[src/bcs_pkg.sv]
// Constants, register map and state types of the charge sequencer
package bcs_pkg;
    localparam int unsigned CLK_HZ        = 200_000_000;
    localparam int unsigned OSC_HZ        = 200;
    localparam int unsigned MAINS_HZ      = 50;
    localparam int unsigned OSC_DIV       = CLK_HZ / OSC_HZ;
    localparam logic [2:0]  OSC_STEP      = 3'h1;
    localparam logic [2:0]  MAINS_STEP    = 3'(OSC_HZ / MAINS_HZ);
    localparam logic [2:0]  EXT_STEP      = 3'h1;
    localparam int unsigned WAIT_S        = 2;
    localparam logic [8:0]  WAIT_UNITS    = 9'(WAIT_S * OSC_HZ);
    localparam int unsigned SHORT_MIN     = 30;
    localparam int unsigned MEDIUM_MIN    = 60;
    localparam int unsigned LONG_MIN      = 720;
    localparam int unsigned SHORT_UNITS   = SHORT_MIN * 60 * OSC_HZ;
    localparam int unsigned MEDIUM_UNITS  = MEDIUM_MIN * 60 * OSC_HZ;
    localparam int unsigned LONG_UNITS    = LONG_MIN * 60 * OSC_HZ;
    localparam logic [6:0]  FLASH_PERIOD  = 7'h64;
    localparam logic [6:0]  FLASH_ON      = 7'h32;
    localparam logic [6:0]  TRICKLE_ON    = 7'h05;
    // Register byte addresses
    localparam logic [7:0]  ADDR_CTRL     = 8'h00;
    localparam logic [7:0]  ADDR_STATUS   = 8'h04;
    localparam logic [7:0]  ADDR_IRQ_STAT = 8'h08;
    localparam logic [7:0]  ADDR_IRQ_CLR  = 8'h0C;
    localparam logic [7:0]  ADDR_IRQ_EN   = 8'h10;
    // Control fields
    localparam int unsigned CTRL_TSEL_LO  = 0;
    localparam int unsigned CTRL_TSEL_HI  = 1;
    localparam int unsigned CTRL_FAIL     = 2;
    localparam int unsigned CTRL_MAINS    = 3;
    localparam int unsigned CTRL_EXT      = 4;
    localparam logic [4:0]  CTRL_RESET    = 5'h00;
    localparam logic [1:0]  TSEL_SHORT    = 2'h0;
    localparam logic [1:0]  TSEL_MEDIUM   = 2'h1;
    // Interrupt bits
    localparam int unsigned IRQ_CONTACT   = 0;
    localparam int unsigned IRQ_DIS_DONE  = 1;
    localparam int unsigned IRQ_CHG_DONE  = 2;
    localparam int unsigned IRQ_VIOL      = 3;
    localparam int unsigned IRQ_FAIL      = 4;
    localparam int unsigned IRQ_W         = 5;
    localparam logic [1:0]  VIOL_LIMIT    = 2'h2;
    typedef enum logic [2:0] {
        ST_NO_BAT, ST_WAIT, ST_DISCHARGE, ST_CHARGE, ST_TRICKLE
    } bcs_state_type;
endpackage : bcs_pkg

[src/bcs_rst_sync.sv]
// Two-stage release of the asynchronous reset
`timescale 1ns/1ps
`default_nettype none
module bcs_rst_sync (
    // Clock and raw reset
    input  wire logic i_ref_clk,
    input  wire logic i_rstn,
    // Released reset
    output var  logic o_rstn
);
    typedef struct packed {
        logic meta;
        logic hold;
    } bcs_rs_type;
    bcs_rs_type q;
    bcs_rs_type next_q;
    always_comb begin
        next_q.meta = 1'b1;
        next_q.hold = q.meta;
    end
    always_ff @(posedge i_ref_clk or negedge i_rstn) begin
        if (!i_rstn) begin
            q <= '0;
        end else begin
            q <= next_q;
        end
    end
    assign o_rstn = q.hold;
endmodule : bcs_rst_sync
`default_nettype wire

[src/bcs_tick.sv]
// Base tick from oscillator divider or mains sync, and timer tick
`timescale 1ns/1ps
`default_nettype none
module bcs_tick #(
    parameter int unsigned OSC_DIV = bcs_pkg::OSC_DIV
) (
    // Clock and reset
    input  wire logic       i_ref_clk,
    input  wire logic       i_rstn,
    // Sources and selection
    input  wire logic       i_mains_sel,
    input  wire logic       i_ext_sel,
    input  wire logic       i_mains_sync,
    input  wire logic       i_ext_tclk,
    // Ticks with their weight in oscillator units
    output var  logic [2:0] o_base_step,
    output var  logic [2:0] o_timer_step
);
    typedef struct packed {
        logic [19:0] div;
        logic        mains_d;
        logic        ext_d;
        logic [2:0]  base;
        logic [2:0]  timer;
    } bcs_tick_type;
    bcs_tick_type q;
    bcs_tick_type next_q;
    logic osc_tick;
    logic mains_edge;
    always_comb begin
        next_q = q;
        osc_tick = (q.div == 20'(OSC_DIV - 1));
        mains_edge = i_mains_sync && !q.mains_d;
        next_q.div = osc_tick ? 20'h00000 : q.div + 20'h00001;
        next_q.mains_d = i_mains_sync;
        next_q.ext_d = i_ext_tclk;
        if (i_mains_sel) begin
            next_q.base = mains_edge ? bcs_pkg::MAINS_STEP : 3'h0;
        end else begin
            next_q.base = osc_tick ? bcs_pkg::OSC_STEP : 3'h0;
        end
        // External timer clock drives only the period
        if (i_ext_sel) begin
            next_q.timer = (i_ext_tclk && !q.ext_d) ? bcs_pkg::EXT_STEP : 3'h0;
        end else begin
            next_q.timer = next_q.base;
        end
    end
    always_ff @(posedge i_ref_clk or negedge i_rstn) begin
        if (!i_rstn) begin
            q <= '0;
        end else begin
            q <= next_q;
        end
    end
    assign o_base_step = q.base;
    assign o_timer_step = q.timer;
endmodule : bcs_tick
`default_nettype wire

[src/bcs_top.sv]
// Charge sequencer: state machine, outputs, AHB-Lite registers
// Functional notes
// - No battery after power-up: status steady red.
// - Contact seen: wait two seconds, then pre-discharge with discharge enabled.
// - Pre-discharge shows flashing red.
// - Discharge stop: discharge off, charge on, flashing green.
// - Charge lasts 0.5 h, 1 h or pulsed 12 h, then trickle.
// - Trickle shows steady green.
// - Limit flag active halts charge timer until it clears.
// - Overvoltage or low temperature turns off both enables.
// - Violation counter counts limit events; two trigger failure handling.
// - Failure mode low: cancel after two, trickle, blinking red.
// - Failure mode high: alternate red/green, timer resumes after each violation.
// - Mains select disconnects oscillator; otherwise oscillator clocks timer unless the external timer clock is selected.
// - Contact delay and flash rate come from the 200 Hz base.
// - A 50 Hz mains clock may serve as timer source.
// - External timer clock sets period; control still on base clock.
// - PWM ramp above level masks both enables in every mode.
// - Contact lost: status returns to steady red at once.
//
// Local design decisions: the register offsets and the AHB-Lite slave port.
`timescale 1ns/1ps
`default_nettype none
module bcs_top #(
    parameter int unsigned OSC_DIV      = bcs_pkg::OSC_DIV,
    parameter int unsigned SHORT_UNITS  = bcs_pkg::SHORT_UNITS,
    parameter int unsigned MEDIUM_UNITS = bcs_pkg::MEDIUM_UNITS,
    parameter int unsigned LONG_UNITS   = bcs_pkg::LONG_UNITS
) (
    // Clock and reset
    input  wire logic        i_ref_clk,
    input  wire logic        i_rstn,
    // Comparator flags and clock sources
    input  wire logic        i_contact,
    input  wire logic        i_discharge_stop,
    input  wire logic        i_overvoltage,
    input  wire logic        i_low_temp,
    input  wire logic        i_pwm_above,
    input  wire logic        i_mains_sync,
    input  wire logic        i_ext_tclk,
    // AHB-Lite slave
    input  wire logic        hsel,
    input  wire logic [31:0] haddr,
    input  wire logic [1:0]  htrans,
    input  wire logic        hwrite,
    input  wire logic [2:0]  hsize,
    input  wire logic [31:0] hwdata,
    input  wire logic        hready,
    output var  logic [31:0] hrdata,
    output var  logic        hreadyout,
    output var  logic        hresp,
    // Switches, status LED and interrupt
    output var  logic        o_discharge_en,
    output var  logic        o_charge_en,
    output var  logic        o_led_red,
    output var  logic        o_led_green,
    output var  logic        o_irq
);
    typedef struct packed {
        bcs_pkg::bcs_state_type  st;
        logic [8:0]              wait_cnt;
        logic [23:0]             chg_cnt;
        logic [6:0]              flash_cnt;
        logic [1:0]              viol_cnt;
        logic                    limit_d;
        logic                    cancelled;
        logic [4:0]              ctrl;
        logic                    wr_pend;
        logic [7:0]              wr_addr;
        logic [bcs_pkg::IRQ_W-1:0] irq_stat;
        logic [bcs_pkg::IRQ_W-1:0] irq_en;
        logic [31:0]             rdata;
        logic                    ready;
        logic                    dis_en;
        logic                    chg_en;
        logic                    red;
        logic                    green;
        logic                    irq;
    } bcs_top_type;

    bcs_top_type q;
    bcs_top_type next_q;
    logic        rstn;
    logic [2:0]  base_step;
    logic [2:0]  timer_step;

    // Saturating add of a weighted tick
    function automatic logic [23:0] sat_add(input logic [23:0] cnt,
                                            input logic [2:0] step,
                                            input logic [23:0] lim);
        logic [24:0] sum;
        sum = {1'b0, cnt} + {22'h000000, step};
        sat_add = (sum >= {1'b0, lim}) ? lim : sum[23:0];
    endfunction : sat_add

    function automatic logic [23:0] term_count(input logic [1:0] tsel);
        if (tsel == bcs_pkg::TSEL_SHORT) begin
            term_count = 24'(SHORT_UNITS);
        end else if (tsel == bcs_pkg::TSEL_MEDIUM) begin
            term_count = 24'(MEDIUM_UNITS);
        end else begin
            term_count = 24'(LONG_UNITS);
        end
    endfunction : term_count

    bcs_rst_sync u_rst (
        .i_ref_clk (i_ref_clk),
        .i_rstn    (i_rstn),
        .o_rstn    (rstn)
    );

    bcs_tick #(
        .OSC_DIV (OSC_DIV)
    ) u_tick (
        .i_ref_clk    (i_ref_clk),
        .i_rstn       (rstn),
        .i_mains_sel  (q.ctrl[bcs_pkg::CTRL_MAINS]),
        .i_ext_sel    (q.ctrl[bcs_pkg::CTRL_EXT]),
        .i_mains_sync (i_mains_sync),
        .i_ext_tclk   (i_ext_tclk),
        .o_base_step  (base_step),
        .o_timer_step (timer_step)
    );

    logic                    limit;
    logic                    viol;
    logic                    flash;
    logic                    alt_mode;
    logic [23:0]             term;
    logic [6:0]              fsum;
    logic [23:0]             wsum;
    logic                    addr_ok;
    logic [bcs_pkg::IRQ_W-1:0] ev;
    logic [bcs_pkg::IRQ_W-1:0] clr;

    always_comb begin
        next_q = q;
        ev = '0;
        clr = '0;
        limit = i_overvoltage || i_low_temp;
        viol = limit && !q.limit_d;
        flash = (q.flash_cnt < bcs_pkg::FLASH_ON);
        alt_mode = q.ctrl[bcs_pkg::CTRL_FAIL] && (q.viol_cnt == bcs_pkg::VIOL_LIMIT);
        term = term_count(q.ctrl[bcs_pkg::CTRL_TSEL_HI:bcs_pkg::CTRL_TSEL_LO]);
        next_q.limit_d = limit;
        wsum = sat_add({15'h0000, q.wait_cnt}, base_step, {15'h0000, bcs_pkg::WAIT_UNITS});
        // Flash phase on the base tick
        fsum = q.flash_cnt + {4'h0, base_step};
        next_q.flash_cnt = (fsum >= bcs_pkg::FLASH_PERIOD) ? 7'h00 : fsum;

        case (q.st)
            bcs_pkg::ST_NO_BAT: begin
                if (i_contact) begin
                    next_q.st = bcs_pkg::ST_WAIT;
                    next_q.wait_cnt = '0;
                    ev[bcs_pkg::IRQ_CONTACT] = 1'b1;
                end
            end
            bcs_pkg::ST_WAIT: begin
                next_q.wait_cnt = wsum[8:0];
                if (q.wait_cnt == bcs_pkg::WAIT_UNITS) begin
                    next_q.st = bcs_pkg::ST_DISCHARGE;
                end
            end
            bcs_pkg::ST_DISCHARGE: begin
                if (i_discharge_stop) begin
                    next_q.st = bcs_pkg::ST_CHARGE;
                    next_q.chg_cnt = '0;
                    ev[bcs_pkg::IRQ_DIS_DONE] = 1'b1;
                end
            end
            bcs_pkg::ST_CHARGE: begin
                // Timer frozen while a limit is active
                if (!limit) begin
                    // Count timer ticks to terminal count
                    next_q.chg_cnt = sat_add(q.chg_cnt, timer_step, term);
                end
                if (q.chg_cnt == term) begin
                    next_q.st = bcs_pkg::ST_TRICKLE;
                    ev[bcs_pkg::IRQ_CHG_DONE] = 1'b1;
                end
            end
            bcs_pkg::ST_TRICKLE: begin
                next_q.st = bcs_pkg::ST_TRICKLE;
            end
            default: begin
                next_q.st = bcs_pkg::ST_NO_BAT;
            end
        endcase

        if (viol && (q.st != bcs_pkg::ST_NO_BAT) && (q.viol_cnt != bcs_pkg::VIOL_LIMIT)) begin
            next_q.viol_cnt = q.viol_cnt + 2'h1;
            ev[bcs_pkg::IRQ_VIOL] = 1'b1;
            if (q.viol_cnt + 2'h1 == bcs_pkg::VIOL_LIMIT) begin
                ev[bcs_pkg::IRQ_FAIL] = 1'b1;
            end
        end
        // Failure mode low cancels into trickle
        if (!q.ctrl[bcs_pkg::CTRL_FAIL] && (q.viol_cnt == bcs_pkg::VIOL_LIMIT)
            && (q.st != bcs_pkg::ST_NO_BAT) && !q.cancelled) begin
            next_q.st = bcs_pkg::ST_TRICKLE;
            next_q.cancelled = 1'b1;
        end
        if (!i_contact) begin
            next_q.st = bcs_pkg::ST_NO_BAT;
            next_q.viol_cnt = '0;
            next_q.cancelled = 1'b0;
        end

        // Enables and display
        next_q.dis_en = (next_q.st == bcs_pkg::ST_DISCHARGE);
        next_q.chg_en = 1'b0;
        if (next_q.st == bcs_pkg::ST_CHARGE) begin
            next_q.chg_en = (term == 24'(LONG_UNITS)) ? flash : 1'b1;
        end else if (next_q.st == bcs_pkg::ST_TRICKLE) begin
            next_q.chg_en = (q.flash_cnt < bcs_pkg::TRICKLE_ON);
        end
        // PWM ramp above level masks both switches
        if (limit || i_pwm_above) begin
            next_q.dis_en = 1'b0;
            next_q.chg_en = 1'b0;
        end
        case (next_q.st)
            bcs_pkg::ST_NO_BAT: begin
                next_q.red = 1'b1;
                next_q.green = 1'b0;
            end
            bcs_pkg::ST_WAIT: begin
                next_q.red = 1'b1;
                next_q.green = 1'b0;
            end
            bcs_pkg::ST_DISCHARGE: begin
                next_q.red = flash;
                next_q.green = 1'b0;
            end
            bcs_pkg::ST_CHARGE: begin
                next_q.red = 1'b0;
                next_q.green = flash;
            end
            default: begin
                next_q.red = 1'b0;
                next_q.green = 1'b1;
            end
        endcase
        if (next_q.cancelled) begin
            next_q.red = flash;
            next_q.green = 1'b0;
        end else if (alt_mode && (next_q.st != bcs_pkg::ST_NO_BAT)) begin
            next_q.red = flash;
            next_q.green = !flash;
        end

        // AHB-Lite slave, zero wait states
        next_q.ready = 1'b1;
        next_q.wr_pend = 1'b0;
        if (q.wr_pend) begin
            if (q.wr_addr == bcs_pkg::ADDR_CTRL) begin
                next_q.ctrl = hwdata[4:0];
            end else if (q.wr_addr == bcs_pkg::ADDR_IRQ_CLR) begin
                clr = hwdata[bcs_pkg::IRQ_W-1:0];
            end else if (q.wr_addr == bcs_pkg::ADDR_IRQ_EN) begin
                next_q.irq_en = hwdata[bcs_pkg::IRQ_W-1:0];
            end
        end
        addr_ok = hsel && hready && htrans[1];
        if (addr_ok) begin
            next_q.wr_pend = hwrite;
            next_q.wr_addr = haddr[7:0];
            next_q.rdata = 32'h00000000;
            if (!hwrite) begin
                if (haddr[7:0] == bcs_pkg::ADDR_CTRL) begin
                    next_q.rdata = {27'h0000000, q.ctrl};
                end else if (haddr[7:0] == bcs_pkg::ADDR_STATUS) begin
                    next_q.rdata = {24'h000000, q.cancelled, q.viol_cnt, 2'h0, q.st};
                end else if (haddr[7:0] == bcs_pkg::ADDR_IRQ_STAT) begin
                    next_q.rdata = {27'h0000000, q.irq_stat};
                end else if (haddr[7:0] == bcs_pkg::ADDR_IRQ_EN) begin
                    next_q.rdata = {27'h0000000, q.irq_en};
                end
            end
        end
        // Set wins over clear
        next_q.irq_stat = (q.irq_stat & ~clr) | ev;
        next_q.irq = |(next_q.irq_stat & next_q.irq_en);
    end

    always_ff @(posedge i_ref_clk or negedge rstn) begin
        if (!rstn) begin
            q <= '0;
            q.st <= bcs_pkg::ST_NO_BAT;
            q.ctrl <= bcs_pkg::CTRL_RESET;
            q.red <= 1'b1;
        end else begin
            q <= next_q;
        end
    end

    assign hrdata = q.rdata;
    assign hreadyout = q.ready;
    assign hresp = 1'b0;
    assign o_discharge_en = q.dis_en;
    assign o_charge_en = q.chg_en;
    assign o_led_red = q.red;
    assign o_led_green = q.green;
    assign o_irq = q.irq;
endmodule : bcs_top
`default_nettype wire

[config.mk]
export PLATFORM = sky130hd
export DESIGN_NAME = bcs_top
export DESIGN_NICKNAME = d
export VERILOG_FILES = /design/src/bcs_pkg.sv /design/src/bcs_rst_sync.sv /design/src/bcs_tick.sv /design/src/bcs_top.sv
export SDC_FILE = /design/constraint.sdc
export NUM_CORES = 1
export LEC_CHECK = 0
export BUFFER_PORTS_ARGS = -buffer_cell sky130_fd_sc_hd__buf_2
export CAP_MARGIN = 20
export CELL_PAD_IN_SITES_DETAIL_PLACEMENT = 0
export CELL_PAD_IN_SITES_GLOBAL_PLACEMENT = 2
export CORE_UTILIZATION = 35
export CTS_CLUSTER_SIZE = 30
export DETAILED_ROUTE_END_ITERATION = 10
export HOLD_SLACK_MARGIN = 0.08
export PLACE_DENSITY = 0.91
export SLEW_MARGIN = 10
export SYNTH_ARGS = -nofsm -noshare
export SYNTH_HDL_FRONTEND = slang
export SYNTH_SLANG_ARGS = --single-unit
[constraint.sdc]
create_clock -name i_ref_clk -period 4.8 [get_ports i_ref_clk]
set_input_delay 0.96 -clock i_ref_clk [delete_from_list [all_inputs] [get_ports i_ref_clk]]
set_output_delay 0.96 -clock i_ref_clk [all_outputs]
set_load 0.005 [all_outputs]
==> results of run 1 <==
sequential cells by signal (all words and copies together) (netlist names), 2 cells and up:
| name | flops |
|---|---|
| q | 71 |
| u_tick.q | 22 |
| hrdata | 8 |
| u_tick.o_base_step | 2 |
| u_tick.o_timer_step | 2 |
through the flow:
stage	total power, mW	worst slack, ns	area, um2	utilization	hold WS [ns]
6_report	2.547	0.2515	7800	0.4142	0.3077
5_1_grt	2.652	0.02804	7800	0.4142	0.3067
4_1_cts	2.568	0.1658	7775	0.4129	0.3051
3_5_place_dp	1.295	0.1856	7182	0.3814	0.3471
3_3_place_gp	1.293	0.1962	7182	0.3814	0.3412
2_1_floorplan	1.233	0.6428	6868	-	0.3312
layout make-up:
class | count | area, um2
clock buffers | 18 | 439.2
clock inverters | 14 | 153.9
fillers | 1910 | 11030
inverters | 19 | 71.32
multi-input cells | 553 | 3570
flip-flops and latches | 113 | 2833
well taps | 260 | 325.3
repair buffers | 64 | 407.9
power by group through the flow:
stage	clock network [mW]	logic [mW]	registers [mW]
floorplan	0	0.165	1.07
global placement	0	0.206	1.09
detailed placement	0	0.207	1.09
CTS	1.29	0.209	1.07
global route	1.33	0.249	1.08
finish	1.27	0.216	1.07
layer usage:
layer,up-vias,wire (um)
met3,29,566
li1,2684,-
met4,0,379
met2,123,7771
met5,-,0
met1,2696,7879
path summary, 6_finish.rpt:
kind	from	endpoint	depth (start not counted)
max in group asynchronous	u_rst.o_rstn	q[83]	2
min reg2reg	u_rst.o_rstn	q[47]	0
min in group i_ref_clk	u_rst.next_q[0]	u_rst.o_rstn	0
min	u_rst.o_rstn	q[47]	0
max reg2reg	q[75]	q[91]	16
max	q[75]	q[91]	16
logic make-up (layout without fill, tap and decap cells):
family                     count (synthesis)  after routing  share of synthesized area
adders and majority gates                 23             23                    0.04248
and+or+nand+nor                          311            311                     0.2410
muxes                                     12             12                    0.01939
buffers and inverters                     86            115                    0.07000
xor gates and xnor gates                  35             35                    0.04525
AOI/OAI and AO/OA                        145            145                     0.1631
other                                      2             27                   0.001109
DFF                                      113            113                     0.4176
layout by cell type, fill, tap and decap left out, types with 10 or more instances in the layout:
cell type  instances
o21ai_0           23
dfrtp_1          111
buf_4             23
buf_2             39
nor2_1            39
conb_1            27
nand2_1           98
a21o_1            10
clkbuf_16         17
inv_1             18
xor2_1            13
xnor2_1           22
a32o_1            13
ha_1              23
nor3_1            26
nor2b_1           13
nor4_1            16
and3_1            21
nand3_1           33
a31oi_1           13
a21oi_1           15
a211o_1           10
what timing repair did:
action,in CTS,in global routing
hold buffers,0,0
gates resized for setup,0,1
setup endpoints to repair,0,13
==> run metrics, run 1 <==
Post-DP HPWL 11.94 mm; final WL 16.60 mm; DR vias 5,532; Leak 3.632 nW; Clock Tree Root clkbuf_16; R2R Setup Slk 0.25 ns; CTS Buffer Depth 2; H-tree Lvls 4; chip width 141.1 um; fin crit share 0.9476; mean number of vias per cell 5.314; CP required 5.09 ns; chip height 141.1 um; Worst-Margin Slew 1.076 ns; Buf/Inv on CP 2; crit-path leading delay family simple AND/OR/NAND/NOR gates; part of the power in registers 0.418; yosys synthesis warning count 0; Clk pin slew, worst setup/hold paths 0.06 ns; count of flip-flops with a built-in enable after synthesis 0; initial drt markers 342; post-synthesis cell area 6774 um2; Crit. End Element flip-flop; CTS tree yes; share of layout cells above drive strength 1 0.1626; initial antenna violation count 0; gpl congestion 0.8894; Final #Nets 872; outcome completed; CTS Buf Count 17; RSZ-0062 raised after global routing no; GR met2 Demand/Resource 0.2903; ys async rst share 1.000; crit-path cells ha_1 > a31o_2 > nand4_1 > nor3_2 > buf_4 > nand3_1 > xnor2_1 > ha_1 > and4_1 > nand4_1 > a311o_1 > or4b_1 > and3_1 > buf_12 > a32o_1 > a211o_1; # rows 50; GRT met3 Usage 0.02853; Synth cell types 73; post-synth top area cell dfrtp_1; crit start category flip-flop; first-pass GRT wire length 28.12 mm; final count of hold timing violations 0; Slew Limit Fails 0; vias in the first global route 5,487; Cells after Synth 727; number of clock sinks 113; area delta synth->final 15.15%; Die ar. 19,910 um2; core area 18,830 um2; Setup Buffers After CTS 0; Routed WL per cell 15.94 um; # placed instances 1,008; Seq cells post-synth 113; Tmin final 4.549 ns; clk_lat worst skew 0.42 ns; count leader, synth dfrtp_1; initial cell density of the core 0.3597; grt met1 use 0.2364; Finished Layout Cells 1,041; clock share of power 0.497; GRT Util Overall 0.1782; Area contributors post-synth dfrtp_1 (41%), nand2_1 (5.4%), ha_1 (4.2%), buf_4 (3.8%), xnor2_1 (2.8%); drt drc 0; Combinational Power Share 0.085; first-pass iteration count of the detailed router 5; kind of critical path flip-flop to flip-flop; register area share after synthesis 0.4176; Max-Cap Viols 0; syn_area_per_cell 9.318 um2; total net switching power 673.7 uW; critical-path maximum fanout 11; maximum number of pins on one net before global-route repair 79; top_reg_cell synth dfrtp_1; Highest Clock Rate 219.9 MHz; Critical Path AT 4.84 ns; Peak VDD IR 0.2474 mV; worst min path class flip-flop to async pin; GRT busiest layer met2; Synth top cells by count dfrtp_1 (112), nand2_1 (98), nor2_1 (39), buf_4 (34), nand3_1 (33); Synth top area share 0.4137; setup TNS 0 ns; Int Pwr 1.873 mW; Switching Share 0.2645; final setup fails 0; PortBufs 39; total gr overflow 0; Final ANT Viol Nets 0; Inserted Diodes 0; Largest stage delay, worst path 0.49 ns; num ports 120; Slew headroom 0.2761; power density cells 326.6 nW/um2; Worst Skew 0.005432 ns; slowest cell on the critical path or4b_1
Note: power is estimated with default switching activity, not from simulation.
==> inputs of run 2 (changes only) <==
CORE_UTILIZATION = 31   (was 35)
PLACE_DENSITY = 0.86   (was 0.91)
clock period = 3.7 ns   (was 4.8 ns; I/O delays follow)
==> run 2 against run 1 <==
Against the previous run: the run now ends with setup timing left; clock skew grew 0.0063 ns; first-iteration DRC count shrank 15%; non-clock buffer count grew 86; highest routed layer unchanged; sequential cell count is the same; clock power grew 20%; sequential power grew 28%; global-route usage shrank 1.2 points; combinational power grew 53%.
==> run metrics, run 2 (same netlist as run 1, synthesis figures left out) <==
outcome complete, but fails checks (was completed); violated checks setup timing; number of clock sinks 113 (unchanged); Clk pin slew, worst setup/hold paths 0.06 ns (about the same); part of the power in registers 0.425 (was 0.418); crit-path cells ha_4 > a31o_4 > nand4_1 > nor3_2 > nand3_1 > nor2_1 > xor2_1 > ha_1 > and4_1 > nand4_1 > a311o_1 > or4b_1 > and3_4 > buf_6 > a32o_1 > a211o_1 (was ha_1 > a31o_2 > nand4_1 > nor3_2 > buf_4 > nand3_1 > xnor2_1 > ha_1 > and4_1 > nand4_1 > a311o_1 > or4b_1 > and3_1 > buf_12 > a32o_1 > a211o_1); Int Pwr 2.326 mW (was 1.873 mW); CTS Buffer Depth 2 (unchanged); Switching Share 0.2791 (was 0.2645); initial cell density of the core 0.3192 (was 0.3597); drt drc 0 (unchanged); core area 21,220 um2 (was 18,830 um2); Final ANT Viol Nets 0 (unchanged); CTS Buf Count 17 (unchanged); Hold-fix buffers, CTS 0 (unchanged); worst min path class input pin to async pin (was flip-flop to async pin); H-tree Lvls 4 (unchanged); Clock Tree Root clkbuf_16 (unchanged); clock share of power 0.472 (was 0.497); PortBufs 39 (unchanged); Slew Limit Fails 0 (unchanged); area delta synth->final 27.43% (was 15.15%); gpl congestion 0.8143 (was 0.8894); Tmin final 3.863 ns (was 4.549 ns); Critical Path AT 4.16 ns (was 4.84 ns); Routed WL per cell 15.54 um (was 15.94 um); Peak VDD IR 0.2976 mV (was 0.2474 mV); GRT Util Overall 0.1657 (was 0.1782); vias in the first global route 5,621 (was 5,487); share of layout cells above drive strength 1 0.2745 (was 0.1626); most frequent cells in the layout dfrtp_1 (111), buf_4 (103), nand2_1 (96) (was dfrtp_1 (111), nand2_1 (98), nor2_1 (39), buf_2 (39), nand3_1 (33)); Post-DP HPWL 12.81 mm (was 11.94 mm); Crit. End Element flip-flop (unchanged); Worst-Margin Slew 0.9281 ns (was 1.076 ns); mean number of vias per cell 5.106 (was 5.314); final setup fails 19 (was 0); Placed Area 7705 um2 (was 7182 um2); crit start category flip-flop (unchanged); Most Frequent Cell on Critical Path nand4_1; RSZ-0062 raised after global routing yes (was no); CTS tree yes (unchanged); chip height 149.8 um (was 141.1 um); Place WS -0.3734 ns (was 0.1856 ns); Inserted Diodes 0 (unchanged); power density cells 373.7 nW/um2 (was 326.6 nW/um2); fin crit share 1.044 (was 0.9476); post-route cell area 8632 um2 (was 7800 um2); initial antenna violation count 0 (unchanged); critical-path maximum fanout 6 (was 11); chip width 149.8 um (was 141.1 um); kind of critical path flip-flop to flip-flop (unchanged); flip-flop count of the largest register after layout 71 (unchanged); Highest Clock Rate 258.9 MHz (was 219.9 MHz); Worst Skew 0.01173 ns (was 0.005432 ns); first-pass iteration count of the detailed router 5 (unchanged); hold_ws 0.1004 ns (was 0.3077 ns); # rows 53 (was 50); Largest Register q (unchanged); final count of hold timing violations 0 (unchanged); CP required 3.99 ns (was 5.09 ns); Combinational Power Share 0.102 (was 0.085); total gr overflow 0 (unchanged); num ports 120 (unchanged); clk_lat worst skew 0.41 ns (was 0.42 ns); Max-Cap Viols 0 (unchanged); Slew headroom 0.3755 (was 0.2761); crit path setup slack, layout -0.1625 ns (was 0.2515 ns); Leak 4.087 nW (was 3.632 nW); first-pass GRT wire length 28.81 mm (was 28.12 mm); Final #Nets 958 (was 872); DR vias 5,831 (was 5,532); fill count 2,092 (was 1,910); total net switching power 900.2 uW (was 673.7 uW); # placed instances 1,086 (was 1,008); commonest non-fill, non-tap cell in the layout dfrtp_1 (unchanged); Die ar. 22,450 um2 (was 19,910 um2); Largest stage delay, worst path 0.47 ns (was 0.49 ns); Finished Layout Cells 1,142 (was 1,041); slowest cell on the critical path or4b_1 (unchanged); maximum number of pins on one net before global-route repair 56 (was 79); initial drt markers 289 (was 342); final WL 17.74 mm (was 16.60 mm)
run 2: cell types whose count changed in the layout (fill, tap and decap cells not counted), moves of 3 or more:
cell,change
buf_4,+80
buf_6,+6
a21oi_1,-3
nand3_1,-3
a211oi_1,-4
xnor2_2,+3
a211oi_2,+3
xnor2_1,-3
run 2: area by class of cell:
type                            instances  area (um2)  area share
Sequential cell                       113        2833      0.3282
Inverter                               19       71.32    0.008262
Clock buffer                           19       442.9     0.05131
Clock inverter                         13       103.9     0.01203
Timing Repair Buffer                  150        1071      0.1241
Multi-Input combinational cell        553        3766      0.4363
Tap cell                              275       344.1     0.03986
run 2: repair_timing:
item                                   CTS  global route
endpoints found under the hold margin    0             0
buffers inserted                        22             3
pin swaps                               13            15
gates cloned                             1             0
gates resized for setup                 25            22
setup endpoints to repair               23            24
run 2: worst paths after layout:
path	from	endpoint	slack, ns	cells after the start
hold reg to reg	u_rst.next_q[0]	u_rst.o_rstn	0.35	0
hold / removal	i_rstn	u_rst.o_rstn	0.10	1
setup reg to reg	u_tick.o_timer_step[2]	q[84]	-0.16	16
max in group asynchronous	u_rst.o_rstn	o_led_red	2.37	1
min in group i_ref_clk	u_rst.next_q[0]	u_rst.o_rstn	0.35	0
setup / recovery	u_tick.o_timer_step[2]	q[84]	-0.16	16
run 2: metrics by stage:
stage | TNS (ns) | utilization | power [mW]
floorplan | -3.988 | - | 1.600
global placement | -5.551 | 0.3631 | 1.708
detailed placement | -5.388 | 0.3631 | 1.711
CTS | -1.141 | 0.4011 | 3.253
global route | -6.366 | 0.4068 | 3.364
finish | -1.872 | 0.4068 | 3.226
run 2: metal layers:
| metal | global-route usage | wire length [um] | vias up |
|---|---|---|---|
| met5 | 0 | 0 | - |
| met4 | 0.05303 | 282 | 0 |
| met3 | 0.03750 | 694 | 21 |
| met2 | 0.2683 | 8486 | 109 |
| met1 | 0.2182 | 8281 | 2845 |
| li1 | - | - | 2856 |
run 2: critical path: cells and delay by family, from the launching register on:
family,cells,cell delay [ns]
simple gates,8,1.59
compound gates,4,0.93
fa+ha+maj,2,0.58
flops,1,0.41
buf+inv,1,0.13
xor+xnor,1,0.11
run 2: power by group through the flow:
stage	combinational (mW)	clock (mW)	sequential (mW)
floorplan	0.214	0	1.39
global placement	0.316	0	1.39
detailed placement	0.319	0	1.39
CTS	0.326	1.55	1.37
global route	0.371	1.61	1.38
finish	0.330	1.52	1.37
